**src/hw/ims_pkg.sv**
```systemverilog
// ims_pkg: register map, field positions and reset values of the
// interrupt enable mask and status flag block.
// assumes a 32-bit word register port with byte offsets.
package ims_pkg;
   localparam int          DATA_W         = 32;
   localparam int          ADDR_W         = 8;
   localparam int          EVENT_W        = 7;
   localparam int          STATUS_W       = 15;
   localparam logic [7:0]  OFF_ENABLE     = 8'h04;
   localparam logic [7:0]  OFF_STATUS     = 8'h08;
   // event positions, 0-5 shared by enable mask and status, 6 mask only
   localparam int          BIT_ARB_LOST   = 0;
   localparam int          BIT_NO_ACK     = 1;
   localparam int          BIT_REGS_RDY   = 2;
   localparam int          BIT_RX_RDY     = 3;
   localparam int          BIT_TX_RDY     = 4;
   localparam int          BIT_STOP_SEEN  = 5;
   localparam int          BIT_ADDR_SLAVE = 6;
   // status-only positions
   localparam int          BIT_ZERO_ADDR  = 8;
   localparam int          BIT_ADDR_SLV_S = 9;
   localparam int          BIT_TX_SH_EMPT = 10;
   localparam int          BIT_RX_SH_FULL = 11;
   localparam int          BIT_BUS_BUSY   = 12;
   localparam int          BIT_NOACK_SENT = 13;
   localparam int          BIT_SLAVE_DIR  = 14;
   localparam logic [6:0]  ENABLE_RESET   = 7'h00;
   localparam logic [5:0]  FLAGS_RESET    = 6'h10;
   localparam logic [6:0]  ENABLE_MASK    = 7'h7f;
endpackage

```
**src/hw/ims_irq_mask_status.sv**
```systemverilog
// ims_irq_mask_status: enable mask, status flags and request output.
// assumes the protocol engine supplies one-cycle event pulses and
// level status inputs synchronous to clk.
`timescale 1ns/1ps
`default_nettype none
// Summary of operation
// - unused upper bits read zero, ignore writes
// - mask bit 6 gates addressed-as-slave request
// - mask bit 5 gates stop-seen request
// - mask bit 4 gates tx-data-ready request
// - mask bit 3 gates rx-data-ready request
// - mask bit 2 gates regs-access-ready request
// - mask bit 1 gates no-ack request
// - mask bit 0 gates arbitration-lost request
// - bits 14-12 and 5-0 write-one-clear
// - fixed status register bit layout
// - reset: tx shift empty, tx ready one
// - loopback holds slave direction at zero
// - direction clears on start or stop
// - direction one only as slave transmitter
// - noack sent sets on noackSentSet, w1c clears
// - bus busy clears on stop or w1c
module ims_irq_mask_status (
   input  wire logic                       clk,
   input  wire logic                       sys_rst,
   input  wire logic [ims_pkg::ADDR_W-1:0] regAddr,
   input  wire logic [ims_pkg::DATA_W-1:0] regWdata,
   input  wire logic                       regWrite,
   input  wire logic                       regRead,
   output var  logic [ims_pkg::DATA_W-1:0] regRdata,
   input  wire logic                       arbitrationLostSet,
   input  wire logic                       noAckEventSet,
   input  wire logic                       regsAccessReadySet,
   input  wire logic                       rxDataReadySet,
   input  wire logic                       txDataReadySet,
   input  wire logic                       stopSeenSet,
   input  wire logic                       startSeen,
   input  wire logic                       slaveTxActive,
   input  wire logic                       noackSentSet,
   input  wire logic                       busBusySet,
   input  wire logic                       rxShiftFull,
   input  wire logic                       txShiftEmpty,
   input  wire logic                       addressedAsSlave,
   input  wire logic                       zeroAddressSeen,
   input  wire logic                       digitalLoopback,
   output var  logic                       irqRequest
);
   logic [6:0]                   irqEnableMask;
   logic [5:0]                   eventFlag;
   logic [5:0]                   eventSet;
   logic                         slaveTxDirection;
   logic                         noackSent;
   logic                         busBusy;
   logic                         wrEnable;
   logic                         wrStatus;
   logic [ims_pkg::DATA_W-1:0]   statusWord;
   logic [ims_pkg::DATA_W-1:0]   next_regRdata;
   logic                         txShiftEmptyReg;
   logic                         addrSlaveReg;
   logic                         rxShiftFullReg;
   logic                         zeroAddrReg;

   assign wrEnable = regWrite && (regAddr == ims_pkg::OFF_ENABLE);
   assign wrStatus = regWrite && (regAddr == ims_pkg::OFF_STATUS);

   // only low seven mask bits stored
   always_ff @(posedge clk or posedge sys_rst) begin
      if (sys_rst) begin
         irqEnableMask <= ims_pkg::ENABLE_RESET;
      end else if (wrEnable) begin
         irqEnableMask <= regWdata[6:0] & ims_pkg::ENABLE_MASK;
      end
   end

   assign eventSet[ims_pkg::BIT_ARB_LOST]  = arbitrationLostSet;
   assign eventSet[ims_pkg::BIT_NO_ACK]    = noAckEventSet;
   assign eventSet[ims_pkg::BIT_REGS_RDY]  = regsAccessReadySet;
   assign eventSet[ims_pkg::BIT_RX_RDY]    = rxDataReadySet;
   assign eventSet[ims_pkg::BIT_TX_RDY]    = txDataReadySet;
   assign eventSet[ims_pkg::BIT_STOP_SEEN] = stopSeenSet;

   // tx ready flag resets to one
   genvar gi;
   generate
      for (gi = 0; gi < 6; gi++) begin : gFlag
         ims_w1c_bit #(
            .RESET_VAL (ims_pkg::FLAGS_RESET[gi])
         ) uFlag (
            .clk        (clk),
            .sys_rst    (sys_rst),
            .setPulse   (eventSet[gi]),
            .clearPulse (wrStatus && regWdata[gi]),
            .flag       (eventFlag[gi])
         );
      end
   endgenerate

   always_ff @(posedge clk or posedge sys_rst) begin
      if (sys_rst) begin
         slaveTxDirection <= 1'b0;
      end else if (digitalLoopback) begin
         slaveTxDirection <= 1'b0;
      end else if (slaveTxActive) begin
         slaveTxDirection <= 1'b1;
      end else if (startSeen || stopSeenSet) begin
         slaveTxDirection <= 1'b0;
      end else if (wrStatus && regWdata[ims_pkg::BIT_SLAVE_DIR]) begin
         slaveTxDirection <= 1'b0;
      end
   end

   always_ff @(posedge clk or posedge sys_rst) begin
      if (sys_rst) begin
         noackSent <= 1'b0;
      end else if (noackSentSet) begin
         noackSent <= 1'b1;
      end else if (wrStatus && regWdata[ims_pkg::BIT_NOACK_SENT]) begin
         noackSent <= 1'b0;
      end
   end

   always_ff @(posedge clk or posedge sys_rst) begin
      if (sys_rst) begin
         busBusy <= 1'b0;
      end else if (busBusySet) begin
         busBusy <= 1'b1;
      end else if (stopSeenSet) begin
         busBusy <= 1'b0;
      end else if (wrStatus && regWdata[ims_pkg::BIT_BUS_BUSY]) begin
         busBusy <= 1'b0;
      end
   end

   // tx shift empty resets to one
   always_ff @(posedge clk or posedge sys_rst) begin
      if (sys_rst) begin
         txShiftEmptyReg <= 1'b1;
         rxShiftFullReg  <= 1'b0;
         addrSlaveReg    <= 1'b0;
         zeroAddrReg     <= 1'b0;
      end else begin
         txShiftEmptyReg <= txShiftEmpty;
         rxShiftFullReg  <= rxShiftFull;
         addrSlaveReg    <= addressedAsSlave;
         zeroAddrReg     <= zeroAddressSeen;
      end
   end

   // bits 31-15 and 7-6 read zero
   always_comb begin
      statusWord                          = '0;
      statusWord[5:0]                     = eventFlag;
      statusWord[ims_pkg::BIT_ZERO_ADDR]  = zeroAddrReg;
      statusWord[ims_pkg::BIT_ADDR_SLV_S] = addrSlaveReg;
      statusWord[ims_pkg::BIT_TX_SH_EMPT] = txShiftEmptyReg;
      statusWord[ims_pkg::BIT_RX_SH_FULL] = rxShiftFullReg;
      statusWord[ims_pkg::BIT_BUS_BUSY]   = busBusy;
      statusWord[ims_pkg::BIT_NOACK_SENT] = noackSent;
      statusWord[ims_pkg::BIT_SLAVE_DIR]  = slaveTxDirection;
   end

   // unmapped offsets read zero, no error path
   always_comb begin
      next_regRdata = '0;
      if (regRead) begin
         case (regAddr)
            ims_pkg::OFF_ENABLE: begin
               next_regRdata = {25'h0000000, irqEnableMask};
            end
            ims_pkg::OFF_STATUS: begin
               next_regRdata = statusWord;
            end
            default: begin
               next_regRdata = '0;
            end
         endcase
      end
   end

   // data valid only the cycle after the strobe
   always_ff @(posedge clk or posedge sys_rst) begin
      if (sys_rst) begin
         regRdata <= '0;
      end else begin
         regRdata <= next_regRdata;
      end
   end

   always_ff @(posedge clk or posedge sys_rst) begin
      if (sys_rst) begin
         irqRequest <= 1'b0;
      end else begin
         irqRequest <= |(eventFlag & irqEnableMask[5:0])
                     | (addrSlaveReg & irqEnableMask[ims_pkg::BIT_ADDR_SLAVE]);
      end
   end
endmodule
`default_nettype wire

```
**src/hw/ims_w1c_bit.sv**
```systemverilog
// ims_w1c_bit: one sticky flag, hardware set, software write-1 clear.
// assumes set and clear are single-cycle synchronous pulses.
`timescale 1ns/1ps
`default_nettype none
module ims_w1c_bit #(
   parameter logic RESET_VAL = 1'b0
) (
   input  wire logic clk,
   input  wire logic sys_rst,
   input  wire logic setPulse,
   input  wire logic clearPulse,
   output var  logic flag
);
   // set wins so an event in the clear cycle is kept
   always_ff @(posedge clk or posedge sys_rst) begin
      if (sys_rst) begin
         flag <= RESET_VAL;
      end else if (setPulse) begin
         flag <= 1'b1;
      end else if (clearPulse) begin
         flag <= 1'b0;
      end
   end
endmodule
`default_nettype wire

```
**config.mk**
```make
export PLATFORM = sky130hd
export DESIGN_NAME = ims_irq_mask_status
export DESIGN_NICKNAME = d
export VERILOG_FILES = /design/src/hw/ims_pkg.sv /design/src/hw/ims_irq_mask_status.sv /design/src/hw/ims_w1c_bit.sv
export SDC_FILE = /design/constraint.sdc
export NUM_CORES = 1
export LEC_CHECK = 0
export BUFFER_PORTS_ARGS = -buffer_cell sky130_fd_sc_hd__clkbuf_2
export CORE_MARGIN = 4
export CORE_UTILIZATION = 30
export DETAILED_ROUTE_END_ITERATION = 7
export HOLD_SLACK_MARGIN = 0.1
export PLACE_DENSITY = 0.59
export SYNTH_ARGS = -nofsm -noshare
export SYNTH_HDL_FRONTEND = slang
export SYNTH_SLANG_ARGS = --single-unit
```
**constraint.sdc**
```tcl
create_clock -name clk -period 1.25 [get_ports clk]
set_input_delay 0.125 -clock clk [delete_from_list [all_inputs] [get_ports clk]]
set_output_delay 0.125 -clock clk [all_outputs]
set_load 0.01 [all_outputs]
```
==> results of run 1 <==
## cell usage after synthesis
cell,number,area (um2)
conb_1,1,3.750
buf_4,18,135.1
nand3_1,2,10.01
nand2_1,7,26.28
mux2_2,7,78.83
clkbuf_1,1,3.750
a222oi_1,1,10.01
a21oi_1,8,40.04
buf_2,2,10.01
and3_1,2,12.51
nor2b_1,1,6.260
a41oi_1,2,17.52
and3b_1,1,8.760
a22oi_1,8,60.06
dfrtp_1,33,825.8
inv_1,3,11.26
a211oi_1,1,7.510
and3_2,6,45.04
nor2_1,22,82.58
nor4_4,1,21.27
dfstp_2,2,52.55
buf_6,1,11.26
nand4_2,1,12.51
nor2b_2,1,8.760
## final cells by class
| class | instances | area, um2 |
|---|---|---|
| Sequential cell | 35 | 878.3 |
| Clock buffer | 7 | 86.33 |
| Inverter | 3 | 11.26 |
| Tap cell | 67 | 83.83 |
| Multi-Input combinational cell | 89 | 515.5 |
| Clock inverter | 1 | 5.005 |
| Fill cell | 488 | 2715 |
| Timing Repair Buffer | 76 | 490.5 |
## metal layers
metal  track usage  wire, um
met1        0.1282      1324
met5             0         0
met2        0.1783      1522
met4       0.06818        85
met3       0.02268       238
## sequential cells by signal (all words and copies together) (netlist names)
register and count:
busBusy 1, rxShiftFullReg 1, regRdata 14, slaveTxDirection 1, noackSent 1, gFlag.uFlag.flag 6, txShiftEmptyReg 1, irqEnableMask 7
zeroAddrReg 1, irqRequest 1, addrSlaveReg 1
## worst max-delay path by stage
stage,from,endpoint,slack [ns],depth (start not counted)
CTS,regAddr[1],irqEnableMask[2],0.20,4
detailed placement,regAddr[1],irqEnableMask[2],-0.10,4
floorplan,regAddr[1],busBusy,0.15,5
global placement,regAddr[1],irqEnableMask[6],-0.07,4
finish,regAddr[1],irqEnableMask[2],0.22,4
global route,regAddr[1],irqEnableMask[5],0.12,4
## critical path: stages
cell and delay, ns:
clkbuf_2 0.10, nor4_4 0.34, nand4_2 0.29, mux2_2 0.34
## cells by family after synthesis
| family | share of synthesized area |
|---|---|
| AO/OA/AOI/OAI | 0.09001 |
| flip-flops | 0.5850 |
| AND/OR/NAND/NOR | 0.1558 |
| buffers and inverters | 0.1142 |
| multiplexers | 0.05250 |
| other | 0.002498 |
## where the power goes
part           total [mW]  switching (mW)  internal (mW)
Combinational       0.250           0.127          0.123
Clock               0.811           0.368          0.444
Sequential           1.18          0.0142           1.16
## per-stage QoR
| step | utilization | std cells | setup slack [ns] | hold WS (ns) | instance area (um2) |
|---|---|---|---|---|---|
| 2_1_floorplan | - | 149 | 0.1467 | 0.1295 | 1565 |
| 3_3_place_gp | 0.3739 | 251 | -0.07027 | 0.2144 | 1789 |
| 3_5_place_dp | 0.3739 | 251 | -0.1042 | 0.2147 | 1789 |
| 4_1_cts | 0.4327 | 278 | 0.1977 | 0.1045 | 2071 |
| 5_1_grt | 0.4327 | 278 | 0.1162 | 0.1090 | 2071 |
| 6_report | 0.4327 | 278 | 0.2214 | 0.1066 | 2071 |
## timing repair
item,CTS,global route
resized for setup,0,0
hold buffers,19,0
endpoints found under the hold margin,51,0
==> flow_summary_export.csv, run 1 <==
group,metric,value,unit
detailed_routing,antenna_left,0,
worst_setup_path,critical_path_arrival,1.20,ns
sta,rsz0062_at_grt,"no",
worst_setup_path,critPathKind,"in2reg",
clock_tree,cts_sinks,35,
sta,finalHoldViolCount,0,
floorplan,core_area,0.004786,mm2
detailed_routing,vias,1117,
detailed_routing,wl,3170,um
min_path,hold_class,"in2reg",
min_path,min_from,"stopSeenSet",
yosys,syn_area,0.001501,mm2
final_layout,final_common_cell,"clkbuf_2",
clock_tree,clk_latency,0.28,ns
global_route,overflow,0,
final_layout,drive_gt1_frac,0.3886,
worst_setup_path,start_kind,"input pin",
floorplan,die-height,78.75,um
detailed_routing,first_pass_iters,4,
floorplan,fp.dieW,78.75,um
clock_tree,clk_pin_slew_worst_paths,0.06,ns
yosys,ys_seq_elements,35,
power_and_ir_drop,peakVddDrop,0.3867,mV
global_route,grt_pass1_vias,1078,
sta,setup_tns,0,ns
worst_setup_path,r2r_start,"irqEnableMask[6]",
worst_setup_path,cp.required,1.42,ns
clock_tree,h-tree-depth,2,
yosys,yosys_warnings,0,
final_layout,final_cell_mix,"clkbuf_2 (51), dfrtp_1 (33), nor2_1 (22)",
detailed_routing,drc,0,
min_path,hold_depth,3,
floorplan,die-area,0.006201,mm2
yosys,synth_area_per_cell,11.37,um2
power_and_ir_drop,p_per_area,1081,mW/mm2
placed_design,io_buffer_count,51,
worst_setup_path,r2r_cells,2,
detailed_routing,drtIter0Drc,47,
detailed_routing,viasPerCell,4.018,
floorplan,io_pins,92,
global_route,grt_pass1_wl,5071,um
yosys,ys_seq_area_frac,0.5850,
final_layout,final_nets,269,
worst_setup_path,cp_max_fo,7,
sta,final_max_slew_viol_count,0,
power_and_ir_drop,report.power.total,2.240,mW
power_and_ir_drop,leakagePower,1.078,nW
detailed_routing,wl_per_cell,11.40,um
final_layout,synthToLayoutAreaGrowth,37.92,%
final_layout,diodes,0,
clock_tree,clockRootBuffer,"clkbuf_8",
sta,clock_skew,0.005101,ns
clock_tree,post_cts_buffers,0,
floorplan,num_rows,25,
floorplan,start_util,0.3137,
worst_setup_path,reg2reg_setup_slack,0.24,ns
sta,final-setup-viol-count,0,
worst_setup_path,r2r-end,"irqRequest",
placed_design,dp_hpwl,2439,um
sta,period_share,0.8228,
job,cap_violations,0,
placed_design,place.gp.congestion,0.6923,
clock_tree,ctsLongestPathBuffers,2,
global_route,grt_max_degree,36,
clock_tree,numCtsBuffers,5,
clock_tree,cts_tree,"built",
yosys,syn_inst,132,
worst_setup_path,endpoint_kind,"flop",
min_path,hold_end,"gFlag[5].uFlag.flag",
global_route,grt_usage,0.1082,
global_route,antenna_found_initial,0,
sta,fmax,972.2,MHz
run_status,status,"finished, final reports clean",
sta,min_period,1.029,ns
yosys,ys_types,24,
Power figures use the tool's default switching activity.
==> run 2, diff against run 1 <==
--- a/config.mk
+++ b/config.mk
@@ -5,12 +5,13 @@
 export SDC_FILE = /design/constraint.sdc
 export NUM_CORES = 1
 export LEC_CHECK = 0
+export ABC_AREA = 1
 export BUFFER_PORTS_ARGS = -buffer_cell sky130_fd_sc_hd__clkbuf_2
 export CORE_MARGIN = 4
 export CORE_UTILIZATION = 30
 export DETAILED_ROUTE_END_ITERATION = 7
 export HOLD_SLACK_MARGIN = 0.1
-export PLACE_DENSITY = 0.59
+export PLACE_DENSITY = 0.61
 export SYNTH_ARGS = -nofsm -noshare
 export SYNTH_HDL_FRONTEND = slang
 export SYNTH_SLANG_ARGS = --single-unit
==> constraint.sdc (replaced) <==
create_clock -name clk -period 0.8 [get_ports clk]
set_input_delay 0.08 -clock clk [delete_from_list [all_inputs] [get_ports clk]]
set_output_delay 0.08 -clock clk [all_outputs]
set_load 0.01 [all_outputs]
==> flow_summary_export.csv, run 2 <==
group,metric,value,unit
worst_setup_path,slowest_delay,0.39,ns
sta,setup_tns,-0.7649,ns
detailed_routing,drtIter0Drc,45,
worst_setup_path,crit_slowest_cell,"dfrtp_1",
floorplan,die-area,0.006474,mm2
yosys,synth_edf_count,0,
sta,hold_slack,0.04826,ns
floorplan,die-height,80.46,um
final_layout,reg_top3,"regRdata: 14 flops, irqEnableMask: 7 flops, gFlag.uFlag.flag: 6 flops",
final_layout,final_common_cell,"clkbuf_2",
global_route,antenna_found_initial,0,
global_route,overflow,0,
final_layout,final_nets,302,
sta,finalHoldViolCount,0,
detailed_routing,antenna_left,0,
final_layout,fillCellCount,513,
placed_design,dp_hpwl,2418,um
yosys,netlist_top_cells_count,"dfrtp_1 (33), inv_1 (24), buf_4 (18)",
detailed_routing,viasPerCell,3.924,
clock_tree,clk_pin_slew_worst_paths,0.07,ns
detailed_routing,vias,1232,
placed_design,placed_area,0.001917,mm2
final_layout,final_cell_mix,"clkbuf_2 (48), dfrtp_1 (33), dlygate4sd3_1 (22)",
final_layout,multiInputGateArea,605.6,um2
sta,clock_skew,0.005581,ns
job,cap_violations,0,
sta,period_share,1.115,
run_status,violations,"setup timing",
worst_setup_path,cp_max_fo,2,
yosys,synth_top_cell_by_area,"dfrtp_1",
placed_design,io_buffer_count,51,
worst_setup_path,r2r_start,"gFlag[0].uFlag.flag",
yosys,yosys.cell_count.top_type,"dfrtp_1",
min_path,min_from,"stopSeenSet",
clock_tree,ctsLongestPathBuffers,2,
worst_setup_path,crit_family,"flip-flops",
floorplan,fp.dieW,80.46,um
power_and_ir_drop,peakVddDrop,0.6226,mV
yosys,syn_area,0.001575,mm2
worst_setup_path,critPathLaunch,"gFlag[0].uFlag.flag",
worst_setup_path,crit_buf_inv,0,
worst_setup_path,crit_path_cell_trace,"nand2_2, nand3_2, a21oi_2, o2111ai_1",
global_route,grt_pass1_wl,5451,um
yosys,synth_async_sr_flop_share,1.000,
global_route,grt_use_met2,0.1962,
clock_tree,numCtsBuffers,5,
yosys,ys_types,25,
detailed_routing,drc,0,
floorplan,num_rows,26,
clock_tree,clk_latency,0.28,ns
detailed_routing,wl,3268,um
global_route,grt_max_degree,36,
final_layout,diodes,0,
yosys,syn_inst,158,
sta,fmax,1121,MHz
final_layout,synthToLayoutAreaGrowth,47.82,%
yosys,ys_seq_elements,35,
floorplan,start_util,0.3084,
final_layout,final_area,0.002328,mm2
final_layout,largest_reg_flops,14,
clock_tree,clockRootBuffer,"clkbuf_8",
sta,min_period,0.8919,ns
worst_setup_path,endpoint_kind,"flop",
yosys,yosys_warnings,0,
power_and_ir_drop,p_per_area,1503,mW/mm2
floorplan,core_area,0.005107,mm2
final_layout,postLayoutCoreUtil,0.4559,
global_route,use_met3,0.03363,
yosys,synth_ff_type,"dfrtp_1",
worst_setup_path,critPathKind,"reg2reg",
final_layout,drive_gt1_frac,0.4467,
clock_tree,cts_hold_buf,23,
detailed_routing,wl_per_cell,10.41,um
sta,setup_ws,-0.09185,ns
min_path,hold_class,"in2reg",
worst_setup_path,critical_path_arrival,1.04,ns
floorplan,io_pins,92,
clock_tree,h-tree-depth,2,
global_route,grt_use_met1,0.1253,
power_and_ir_drop,leakagePower,1.291,nW
global_route,busiest_layer,"met2",
yosys,ys_seq_area_frac,0.5576,
global_route,grt_usage,0.1097,
worst_setup_path,start_kind,"flop",
clock_tree,cts_sinks,35,
sta,rsz0062_at_grt,"yes",
run_status,status,"finished with violations",
sta,final_max_slew_viol_count,0,
final_layout,largest-register,"regRdata",
placed_design,place.gp.congestion,0.7244,
worst_setup_path,cp.required,0.95,ns
yosys,synth_top_area_share,0.5242,
power_and_ir_drop,report.power.total,3.500,mW
global_route,grt_pass1_vias,1228,
sta,final-setup-viol-count,16,
detailed_routing,first_pass_iters,4,
final_layout,ff_latch_area,878.3,um2
yosys,yosys-top-cells-area,"dfrtp_1 (52%), buf_4 (8.6%), inv_1 (5.7%), o21ai_2 (5.0%), nand2_1 (4.1%)",
yosys,synth_area_per_cell,9.970,um2
clock_tree,cts_tree,"built",
run 2: through the flow:
step	setup slack, ns	instances
floorplan	-0.08374	175
global placement	-0.2481	283
detailed placement	-0.2736	283
CTS	-0.1138	314
global route	-0.1691	314
finish	-0.09185	314
run 2: final timing paths:
kind | endpoint | slack (ns) | depth (start not counted)
setup / recovery | irqRequest | -0.09 | 4
hold / removal | gFlag[5].uFlag.flag | 0.05 | 3
hold reg to reg | regRdata[10] | 0.47 | 2
setup reg to reg | irqRequest | -0.09 | 4
min in group asynchronous | regRdata[12] | 0.38 | 4
max in group asynchronous | gFlag[4].uFlag.flag | 0.17 | 4
run 2: power by group:
group | leakage, nW | total (mW) | switching [mW] | internal (mW)
Clock | 0.0412 | 1.21 | 0.605 | 0.607
Combinational | 0.819 | 0.451 | 0.226 | 0.225
Sequential | 0.431 | 1.84 | 0.0214 | 1.81
Total | 1.29 | 3.50 | 0.853 | 2.65
run 2: timing repair:
action,in CTS,in global routing
cloned,0,0
setup buffers,0,2
gates resized for setup,3,23
hold endpoints to repair,55,1
pin swaps,3,14
endpoints found under the setup margin,16,27
run 2: kinds of logic (layout without fill, tap and decap cells):
group	after synthesis	count (layout)	share of synthesized area
buffers and inverters	45	114	0.1596
and+or+nand+nor	55	55	0.1747
other	1	18	0.002381
DFF	35	35	0.5576
AOI/OAI and AO/OA	22	22	0.1056
run 2: area by class of cell:
cell class,instances,area share
clock buffers,6,0.03117
clock inverters,2,0.005373
inverters,24,0.04030
multi-input cells,95,0.2601
flip-flops and latches,35,0.3772
well taps,70,0.03761
repair buffers,82,0.2483
run 2: metal layers:
layer  routed length (um)  share of wire  up-vias
met5                    0              0        -
met4                   21         0.0064        0
met3                  214          0.065        4
met2                 1786           0.55       40
met1                 1245           0.38      563
li1                     -              -      625
run 2: tightest hold or removal path, cell delays in order:
cell and delay, ns:
clkbuf_2 0.10, inv_1 0.06, nand2_1 0.06
